==> config.mk <==
export PLATFORM = sky130hd
export DESIGN_NAME = asrp_core
export DESIGN_NICKNAME = d
export VERILOG_FILES = /design/src/hw/asrp_pkg.sv /design/src/hw/asrp_sync.sv /design/src/hw/asrp_core.sv
export VERILOG_INCLUDE_DIRS = /design/src /design/src/hw
export SDC_FILE = /design/constraint.sdc
export NUM_CORES = 1
export LEC_CHECK = 0
export ABC_CLOCK_PERIOD_IN_PS = 5800
export BUFFER_PORTS_ARGS = -buffer_cell sky130_fd_sc_hd__buf_2
export CAP_MARGIN = 20
export CORE_ASPECT_RATIO = 1.2
export CORE_UTILIZATION = 30
export DETAILED_ROUTE_END_ITERATION = 8
export PLACE_DENSITY_LB_ADDON = 0.05
export SYNTH_ARGS = -nofsm -noshare
export SYNTH_HDL_FRONTEND = slang
export SYNTH_HIERARCHICAL = 1
export SYNTH_SLANG_ARGS = --single-unit
export TNS_END_PERCENT = 1
==> constraint.sdc <==
create_clock -name clk_i -period 5.8 [get_ports clk_i]
set_clock_uncertainty 0.15 [all_clocks]
set_input_delay 0.87 -clock clk_i [delete_from_list [all_inputs] [get_ports clk_i]]
set_output_delay 0.87 -clock clk_i [all_outputs]
set_load 0.01 [all_outputs]
==> src/hw/asrp_defines.svh <==
// Purpose: constants of the serial readout port
// Assumes: byte addressed Avalon-MM slave, 32-bit data
// Notes: every offset, the status and mask field positions and reset values, and the bit count live here
`ifndef ASRP_DEFINES_SVH
`define ASRP_DEFINES_SVH

// ****************************************
// register map (byte addresses)
// ****************************************
`define ASRP_ADDR_W 4
`define ASRP_OFS_STATUS 4'h0
`define ASRP_OFS_MASK 4'h4
`define ASRP_OFS_RESULT 4'h8
`define ASRP_OFS_STATE 4'hC

// ****************************************
// status / mask fields
// ****************************************
`define ASRP_EVT_W 3
`define ASRP_EVT_DONE 0
`define ASRP_EVT_ERR 1
`define ASRP_EVT_LATCH 2
`define ASRP_STATUS_RST 3'h0
`define ASRP_MASK_RST 3'h0

// ****************************************
// serial word and timing
// ****************************************
`define ASRP_DATA_W 16
`define ASRP_CNT_W 5
`define ASRP_BITS 5'h10
`define ASRP_CLK_HZ 10000000
`define ASRP_INT_SCLK_HZ 500000
// four ticks per internal bit clock period
`define ASRP_TICK_DIV (`ASRP_CLK_HZ / (4 * `ASRP_INT_SCLK_HZ))
`define ASRP_DIV_W 8
`define ASRP_SYNC_W 8

`endif

==> src/hw/asrp_pkg.sv <==
// Purpose: shared types of the serial readout port
// Assumes: nothing beyond the defines header
// Notes: read sequencer states
package asrp_pkg;
   typedef enum logic [1:0] {
      ASRP_IDLE,
      ASRP_INT_RUN,
      ASRP_EXT_RUN
   } asrp_state_t;
endpackage

==> src/hw/asrp_sync.sv <==
// Purpose: two flip-flop synchroniser for a group of pin inputs
// Assumes: bits are independent levels
// Notes: the first stage is read only by the second
`timescale 1ns/1ns
module asrp_sync #(
   parameter int WIDTH = 8
) (
   input wire logic clk_i,
   input wire logic rst_n_i,
   input wire logic [WIDTH-1:0] async_i,
   output logic [WIDTH-1:0] sync_o
);
   logic [WIDTH-1:0] meta_q;

   always_ff @(posedge clk_i or negedge rst_n_i) begin
      if (!rst_n_i) begin
         meta_q <= '0;
         sync_o <= '0;
      end else begin
         meta_q <= async_i;
         sync_o <= meta_q;
      end
   end
endmodule

==> src/hw/asrp_core.sv <==
// Purpose: serial readout port of a 16-bit converter, shared with parallel bits 7..9
// Assumes: result and busy come from the converter core on clk_i
// Notes: pins are synchronised; external bit clock is oversampled by clk_i
`timescale 1ns/1ns
`include "asrp_defines.svh"
module asrp_core (
   input wire logic clk_i,
   input wire logic rst_n_i,
   // converter core
   input wire logic [15:0] result_i,
   input wire logic result_valid_i,
   input wire logic conv_busy_i,
   // configuration pins
   input wire logic port_select_i,
   input wire logic clock_source_select_i,
   input wire logic clock_invert_i,
   input wire logic output_coding_i,
   input wire logic cs_n_i,
   input wire logic rd_n_i,
   // shared pin: parallel bit 7 or readmode_chain_pin
   input wire logic parallel_bit_seven_i,
   output logic parallel_bit_seven_o,
   output logic parallel_bit_seven_oe_o,
   // shared pin: parallel bit 8 or serial_data_out
   output logic parallel_bit_eight_o,
   output logic parallel_bit_eight_oe_o,
   // shared pin: parallel bit 9 or serial bit clock
   input wire logic parallel_bit_nine_i,
   output logic parallel_bit_nine_o,
   output logic parallel_bit_nine_oe_o,
   output logic incomplete_read_flag_o,
   // Avalon-MM slave
   input wire logic [3:0] avs_address,
   input wire logic avs_read,
   input wire logic avs_write,
   input wire logic [31:0] avs_writedata,
   input wire logic [3:0] avs_byteenable,
   output logic [31:0] avs_readdata,
   output logic avs_waitrequest,
   output logic irq_o
);
   import asrp_pkg::*;

   // ****************************************
   // helpers
   // ****************************************
   function automatic logic [15:0] code_result(input logic [15:0] r, input logic straight);
      code_result = straight ? r : {~r[15], r[14:0]};
   endfunction

   // ****************************************
   // pin synchronisers
   // ****************************************
   logic [`ASRP_SYNC_W-1:0] pins_s;
   logic ser_s, ext_s, inv_s, coding_s, cs_s, rd_s, pin7_s, sclk_s;

   asrp_sync #(.WIDTH(`ASRP_SYNC_W)) u_sync (
      .clk_i(clk_i),
      .rst_n_i(rst_n_i),
      // chip select and read enter inverted so that the cleared stages read as deselected
      .async_i({port_select_i, clock_source_select_i, clock_invert_i, output_coding_i,
                ~cs_n_i, ~rd_n_i, parallel_bit_seven_i, parallel_bit_nine_i}),
      .sync_o(pins_s)
   );
   assign {ser_s, ext_s, inv_s, coding_s, cs_s, rd_s, pin7_s, sclk_s} = pins_s;

   logic bus_en;
   logic early_read, chain_in;
   assign bus_en = cs_s && rd_s;
   assign early_read = ser_s && !ext_s && pin7_s;
   assign chain_in = ser_s && ext_s && pin7_s;

   // ****************************************
   // result latch
   // ****************************************
   logic [15:0] held_q;
   logic [15:0] coded;
   assign coded = code_result(result_i, coding_s);

   always_ff @(posedge clk_i or negedge rst_n_i) begin
      if (!rst_n_i) begin
         held_q <= 16'h0000;
      end else if (result_valid_i) begin
         held_q <= coded;
      end
   end

   // ****************************************
   // edge detection
   // ****************************************
   logic sclk_prev_q, busy_prev_q, bus_en_prev_q;
   logic ext_rise, ext_fall, ext_active, busy_rise, bus_en_rise;

   always_ff @(posedge clk_i or negedge rst_n_i) begin
      if (!rst_n_i) begin
         sclk_prev_q <= 1'b0;
         busy_prev_q <= 1'b0;
         bus_en_prev_q <= 1'b0;
      end else begin
         sclk_prev_q <= sclk_s;
         busy_prev_q <= conv_busy_i;
         bus_en_prev_q <= bus_en;
      end
   end

   // chip select low is required before an external edge counts
   assign ext_rise = sclk_s && !sclk_prev_q && cs_s;
   assign ext_fall = !sclk_s && sclk_prev_q && cs_s;
   assign ext_active = inv_s ? ext_fall : ext_rise;
   assign busy_rise = conv_busy_i && !busy_prev_q;
   assign bus_en_rise = bus_en && !bus_en_prev_q;

   // ****************************************
   // internal bit clock divider
   // ****************************************
   logic [`ASRP_DIV_W-1:0] div_q;
   logic tick;
   assign tick = (div_q == `ASRP_DIV_W'(`ASRP_TICK_DIV - 1));

   always_ff @(posedge clk_i or negedge rst_n_i) begin
      if (!rst_n_i) begin
         div_q <= '0;
      end else if (tick) begin
         div_q <= '0;
      end else begin
         div_q <= div_q + 1'b1;
      end
   end

   // ****************************************
   // read sequencer
   // ****************************************
   asrp_state_t state_q;
   logic [15:0] shift_q;
   logic [`ASRP_CNT_W-1:0] cnt_q;
   logic [1:0] phase_q;
   logic sclk_out_q;
   logic ev_done, ev_err;
   logic int_start, ext_abort;

   // the old word goes out at conversion start, a fresh one at conversion end
   assign int_start = ser_s && !ext_s && bus_en &&
                      (early_read ? busy_rise : result_valid_i);
   assign ext_abort = result_valid_i && (cnt_q < `ASRP_BITS);

   always_ff @(posedge clk_i or negedge rst_n_i) begin
      if (!rst_n_i) begin
         state_q <= ASRP_IDLE;
         shift_q <= 16'h0000;
         cnt_q <= '0;
         phase_q <= 2'h0;
         sclk_out_q <= 1'b0;
         ev_done <= 1'b0;
         ev_err <= 1'b0;
      end else begin
         ev_done <= 1'b0;
         ev_err <= 1'b0;
         unique case (state_q)
            ASRP_IDLE: begin
               cnt_q <= '0;
               phase_q <= 2'h0;
               sclk_out_q <= 1'b0;
               if (int_start) begin
                  shift_q <= early_read ? held_q : coded;
                  state_q <= ASRP_INT_RUN;
               end else if (ser_s && ext_s && bus_en_rise) begin
                  shift_q <= held_q;
                  state_q <= ASRP_EXT_RUN;
               end
            end
            ASRP_INT_RUN: begin
               if (!ser_s || !bus_en) begin
                  state_q <= ASRP_IDLE;
               end else if (tick) begin
                  phase_q <= phase_q + 1'b1;
                  sclk_out_q <= (phase_q == 2'h0) || (phase_q == 2'h1);
                  if (phase_q == 2'h3) begin
                     // data moves mid low phase, clear of both clock edges
                     if (cnt_q == `ASRP_BITS - 1'b1) begin
                        ev_done <= 1'b1;
                        state_q <= ASRP_IDLE;
                     end else begin
                        cnt_q <= cnt_q + 1'b1;
                        shift_q <= {shift_q[14:0], 1'b0};
                     end
                  end
               end
            end
            ASRP_EXT_RUN: begin
               if (!ser_s || !ext_s || !bus_en) begin
                  state_q <= ASRP_IDLE;
               end else if (ext_abort) begin
                  // unfinished word is dropped; a new read needs a new select
                  ev_err <= 1'b1;
                  state_q <= ASRP_IDLE;
               end else if (ext_active) begin
                  // chain bits enter at the LSB, behind the own 16 bits
                  shift_q <= {shift_q[14:0], chain_in};
                  if (cnt_q < `ASRP_BITS) begin
                     cnt_q <= cnt_q + 1'b1;
                  end
                  if (cnt_q == `ASRP_BITS - 1'b1) begin
                     ev_done <= 1'b1;
                  end
               end
            end
            default: begin
               state_q <= ASRP_IDLE;
            end
         endcase
      end
   end

   assign incomplete_read_flag_o = ev_err;

   // ****************************************
   // shared pin drivers
   // ****************************************
   always_ff @(posedge clk_i or negedge rst_n_i) begin
      if (!rst_n_i) begin
         parallel_bit_seven_o <= 1'b0;
         parallel_bit_eight_o <= 1'b0;
         parallel_bit_nine_o <= 1'b0;
      end else if (!ser_s) begin
         parallel_bit_seven_o <= held_q[7];
         parallel_bit_eight_o <= held_q[8];
         parallel_bit_nine_o <= held_q[9];
      end else begin
         parallel_bit_seven_o <= 1'b0;
         parallel_bit_eight_o <= shift_q[15];
         parallel_bit_nine_o <= sclk_out_q;
      end
   end

   assign parallel_bit_seven_oe_o = !ser_s && bus_en;
   assign parallel_bit_eight_oe_o = bus_en;
   assign parallel_bit_nine_oe_o = bus_en && (!ser_s || !ext_s);

   // ****************************************
   // interrupt status and mask
   // ****************************************
   logic [`ASRP_EVT_W-1:0] status_q, mask_q, evt_set;
   logic ack_q;
   logic wr_take;
   assign evt_set = {result_valid_i, ev_err, ev_done};
   assign wr_take = avs_write && ack_q && avs_byteenable[0];

   always_ff @(posedge clk_i or negedge rst_n_i) begin
      if (!rst_n_i) begin
         status_q <= `ASRP_STATUS_RST;
      end else if (wr_take && (avs_address == `ASRP_OFS_STATUS)) begin
         // a new event in the clearing cycle survives
         status_q <= (status_q & ~avs_writedata[`ASRP_EVT_W-1:0]) | evt_set;
      end else begin
         status_q <= status_q | evt_set;
      end
   end

   always_ff @(posedge clk_i or negedge rst_n_i) begin
      if (!rst_n_i) begin
         mask_q <= `ASRP_MASK_RST;
      end else if (wr_take && (avs_address == `ASRP_OFS_MASK)) begin
         mask_q <= avs_writedata[`ASRP_EVT_W-1:0];
      end
   end

   assign irq_o = |(status_q & mask_q);

   // ****************************************
   // Avalon-MM slave: one wait cycle on every access
   // ****************************************
   assign avs_waitrequest = (avs_read || avs_write) && !ack_q;

   always_ff @(posedge clk_i or negedge rst_n_i) begin
      if (!rst_n_i) begin
         ack_q <= 1'b0;
         avs_readdata <= 32'h0000_0000;
      end else begin
         ack_q <= (avs_read || avs_write) && !ack_q;
         if (avs_read && !ack_q) begin
            unique case (avs_address)
               `ASRP_OFS_STATUS: avs_readdata <= {29'h0, status_q};
               `ASRP_OFS_MASK: avs_readdata <= {29'h0, mask_q};
               `ASRP_OFS_RESULT: avs_readdata <= {16'h0000, held_q};
               `ASRP_OFS_STATE: avs_readdata <= {22'h0, cnt_q, ser_s, ext_s,
                                                 state_q, conv_busy_i};
               default: avs_readdata <= 32'h0000_0000;
            endcase
         end
      end
   end
endmodule

# Word level (Yosys, flattened, before mapping)
# Cells that the tools add are included.
[totals]
ff_bits = 113
latch_bits = 0
ramBits = 0
rom_bits = 0
in_bits = 70
output_inout_bits = 41
elab_cells = 156
memories = 0
[op_classes]
addsub = 3
mul = 0
div = 0
n_lt_le_gt_ge = 1
n_eq_ne = 22
shift = 0
muxes = 55
bitwise = 8
n_reduce_logical = 46
[op_table]
columns = ["operator", "n"]
rows = [
  ["$mux W16", 11],
  ["$pmux W16 S4", 1],
  ["$pmux W16 S3", 1],
  ["$mux W5", 8],
  ["$logic_and A1 B1 Y1", 23],
  ["$mux W2", 10],
  ["$reduce_and A9 Y1", 2],
  ["$mux W1", 17],
  ["$ne A2 B2 Y1 const B", 8],
  ["$ne A3 B3 Y1 const B", 5],
  ["$pmux W5 S3", 1],
  ["$add A8 B1 Y8 const B", 1],
  ["$eq A4 B4 Y1 const B", 2],
  ["$eq A8 B3 Y1 const B", 1],
  ["$logic_not A1 Y1", 8],
  ["$mux W8", 1],
  ["$and A3 B3 Y3", 2],
  ["$or A3 B3 Y3", 2],
  ["$pmux W2 S3", 1],
  ["$add A5 B1 Y5 const B", 1],
  ["$eq A5 B4 Y1 const B", 1],
  ["$logic_or A1 B1 Y1", 5],
  ["$lt A5 B5 Y1 const B", 1],
  ["$reduce_and A5 Y1", 1],
  ["other kinds (15)", 21],
]

# Depth between registers and ports, before layout
[logic_depth]
depth_word = 8
mapped_depth = 9
mapped_depth_nobuf = 8

# By module
# Netlist, hierarchy kept.
[modules_own_cells]
columns = ["module", "n_inst", "cells_per_inst", "area_each_um2", "seq_area_each_um2"]
rows = [
  ["asrp_core", 1, 388, 4062.6, 2026.9],
  ["asrp_sync", 1, 16, 400.4, 400.4],
]

# Worst setup path after synthesis
# Ideal clock, no wire load.
[synth_path]
path_kind = "input to register"
startpoint = "in result_valid_i"
endpoint = "reg cnt_q[3]"
setup_time_ns = 0.069
arrival_ns = 2.223
t_required_ns = 5.581
path_slack_ns = 3.358
path_stages = 7
n_path_buf = 2
path_cell_list = "clkbuf_1 nor3b_1 o211ai_1 a22o_1 buf_2 or4b_1 nand3_1"
[synth_between]
elab_chain_cells = 3
[synth_lines]
columns = ["element", "line", "rtl"]
rows = [
  ["start: declaration", "asrp_core.sv:11", "input wire logic result_valid_i,"],
  ["$logic_and A1 B1 Y1", "asrp_core.sv:144", "assign ext_abort = result_valid_i && (cnt_q < `ASRP_BITS);"],
  ["$ne A2 B2 Y1 (no source line)", "--", ""],
  ["$reduce_and A9 Y1 (no source line)", "--", ""],
  ["end signal: assignment", "asrp_core.sv:183", "cnt_q <= cnt_q + 1'b1;"],
  ["end signal: assignment", "asrp_core.sv:200", "cnt_q <= cnt_q + 1'b1;"],
  ["end: declaration", "asrp_core.sv:135", "logic [`ASRP_CNT_W-1:0] cnt_q;"],
]
# No other way between the ends.
# A chain may end at the register's enable or synchronous reset.

# Worst setup path after layout
[layout_path]
startpoint = "in result_valid_i"
endpoint = "reg shift_q[14]"
[layout_between]
elab_chain_cells = 4
elab_cells_between_ends = 8
cone_classes = "eq/ne (2); mux (3); reduce/logical (3)"
[layout_lines]
columns = ["element", "line", "rtl"]
rows = [
  ["$mux W1", "asrp_core.sv:143", "(early_read ? busy_rise : result_valid_i);"],
  ["$logic_and A1 B1 Y1", "asrp_core.sv:142", "assign int_start = ser_s && !ext_s && bus_en &&"],
  ["$ne A3 B3 Y1 (no source line) / $mux W16 (equally long branches)", "--", ""],
  ["$reduce_and A9 Y1 (no source line) / $pmux W16 S3 (equally long branches)", "--", ""],
  ["end signal: assignment", "asrp_core.sv:164", "shift_q <= early_read ? held_q : coded;"],
  ["end signal: assignment", "asrp_core.sv:167", "shift_q <= held_q;"],
  ["end signal: assignment", "asrp_core.sv:184", "shift_q <= {shift_q[14:0], 1'b0};"],
  ["end: declaration", "asrp_core.sv:134", "logic [15:0] shift_q;"],
]
# Parallel ways exist; a longest one is shown, timed or not.

==> metrics <==
Synth Register Bits=97; FFs w/ async S/R, synth=100%; most frequent cells in the layout=97 x dfrtp_1, 61 x buf_2, 41 x nand2_1, 28 x nor2_1; total via count in the routed design=3129; antenna cells=0; Post-Place Cells=651; RePlAce Congestion=0.745; Final period util=50.2%; final setup TNS=0 ns; Die Ht=136 um; DRT Wirelength=10500 um; Peak Freq=344 MHz; Unique masters post-synth=47; Congestion Overflow GR=0; # Max-Cap Violations=0; ys flop type=dfrtp_1; final core utilization=36.3%; Max IR drop VDD=0.133 mV; Period minus WS final=2.91 ns; DIE AREA=15400 um2; DR iter-0 viols=132; Max Slew Vio Count=0; Worst Path Max Fanout=20; synth warn=6; drc violations=0; commonest non-fill, non-tap cell in the layout=dfrtp_1; Post-synth EDFFs=0; sequential element share of the synthesized area=54.4%; Pwr Density=366 nW/um2; unrepaired setup endpoints after global routing=no; drt first pass iters=4; Via density=4.70; FP Rows=48; DP HPWL=7300 um; H-tree Lvls=3; Clock Tree Root=clkbuf_16; Worst-path clk slew=0.07 ns; first-pass GRT wire length=17000 um; Area growth syn-to-layout=17.8%; io pins=111; worst-margin pin slew=0.908 ns; overall power=1.92 mW; fill cell count=1474; WS Path Type=in -> reg; port buffer count=62; share of layout cells above drive strength 1=23.2%; syn avg cell area=11.0 um2; Max clock buf depth=2; post-cts sizing count=0; WL/cell=15.8 um; GRT Total Usage=14.9%; status=finished clean; post-route insts no fill=666; Std-Cell Core Area=14500 um2; Hold WC Path Type=reg -> reg; headroom to the max-slew limit=39.5%; Hold-fix buffers, CTS=0; hold slack=0.198 ns; Synth Instances=404; Arr. time, crit path=2.98 ns; CTS tree=yes; CTS sink cnt=97; Hold Vio Cnt, Final=0; setup bufs post-CTS=0; clock latency on the worst-skew pair=0.35 ns; Initial Utilization=30.8%; TritonCTS Buffers=9; Setup crit end kind=flip-flop; Worst Path Required=5.87 ns; R2R cell count=5; antenna violations before repair=0; vias in the first global route=3171; Static Leakage=2.39 nW; largest net degree at the start of global routing=54; WHS Path Cells=0; Final nets=543; final setup fails=0; crit start category=input pin; Post-DRT Antenna Nets=0; die width=113 um; mapped cell area=4460 um2
[worst paths after layout]
check                              endpoint        startpoint  slack (ns)
setup / recovery                shift_q[14]    result_valid_i        2.89
hold / removal             u_sync/sync_o[7]  u_sync/meta_q[7]        0.20
setup reg to reg                 shift_q[5]        state_q[0]        3.13
hold reg to reg            u_sync/sync_o[7]  u_sync/meta_q[7]        0.20
max in group asynchronous          cnt_q[2]           rst_n_i        4.01
min in group asynchronous         held_q[2]           rst_n_i        0.37
[power breakdown]
| group | switching [mW] | total [mW] | internal (mW) |
|---|---|---|---|
| clock | 0.252 | 0.663 | 0.411 |
| combinational | 0.236 | 0.409 | 0.173 |
| sequential | 0.0730 | 0.852 | 0.779 |
| total | 0.561 | 1.92 | 1.36 |
[final cells by class]
class	count	area [um2]	area share, %
inverter	14	52.6	1.00
tap	200	250	4.76
sequential	97	2430	46.2
timing repair buffer	67	358	6.81
clock inverter	2	60.1	1.14
multi-input combinational	273	1840	35.0
clock buffer	13	270	5.14
[routing by layer]
layer	part of all wire (%)	global-route usage, %	routed length [um]	vias up
met5	0	0	0	-
met3	3.0	2.82	319	13
met4	2.4	7.60	248	0
li1	-	-	-	1511
met1	46	18.8	4800	1545
met2	49	24.3	5140	60
[through the flow]
stage / setup slack [ns] / cell area (um2)
after floorplan: 3.36 / 4520
after global placement: 2.18 / 4910
after detailed placement: 2.48 / 4930
after CTS: 2.85 / 5260
after global routing: 2.70 / 5260
final: 2.89 / 5260
[cell families (layout without fill, tap and decap cells)]
family	count (synthesis)	in the layout	synth area share (%)
buffers and inverters	49	96	5.69
adders and majority gates	11	11	3.08
AOI/OAI and AO/OA	83	83	12.5
and+or+nand+nor	117	117	13.5
DFF	97	97	54.4
muxes	38	38	9.17
xor gates and xnor gates	8	8	1.57
other	1	16	0.0840
[worst max-delay path, stage by stage]
cell	delay (ns)
buf_2	0.44
nor2b_1	0.27
and4b_1	0.62
buf_8	0.24
mux2i_1	0.25
a2bb2oi_1	0.19
a21oi_1	0.09
[registers in the layout (all words and copies together), names as in the netlist, 2 cells and up]
signal         cells
avs_readdata      16
cnt_q              5
div_q              8
held_q            16
mask_q             3
phase_q            2
shift_q           16
state_q            2
status_q           3
u_sync/meta_q      8
u_sync/sync_o      8
[cell usage after synthesis, types with 2 or more instances]
cell,n,area [um2]
xnor2_1,6,52.6
o21ai_0,23,115
nor4b_2,2,30.0
nor4b_1,2,17.5
nand2b_1,4,25.0
nand3_1,10,50.1
buf_2,8,40.0
nand4_1,2,12.5
dfrtp_1,97,2430
and3_1,5,31.3
a22oi_1,8,60.1
a22o_1,4,35.0
nor2b_1,3,18.8
xor2_1,2,17.5
or2_2,2,12.5
buf_4,16,120
mux2i_1,15,150
nand2_1,41,154
inv_1,14,52.6
and4_1,4,35.0
mux2_2,23,259
a21o_1,3,22.5
a2bb2oi_1,15,131
nor2_1,28,105
o211ai_1,2,15.0
a222oi_1,2,20.0
ha_1,11,138
a21oi_1,17,85.1
a221oi_1,3,26.3
nor3b_1,3,22.5
clkbuf_1,11,41.3
nor4bb_1,2,20.0
and3b_1,2,17.5
No activity file was read; power rests on OpenSTA's default activity.
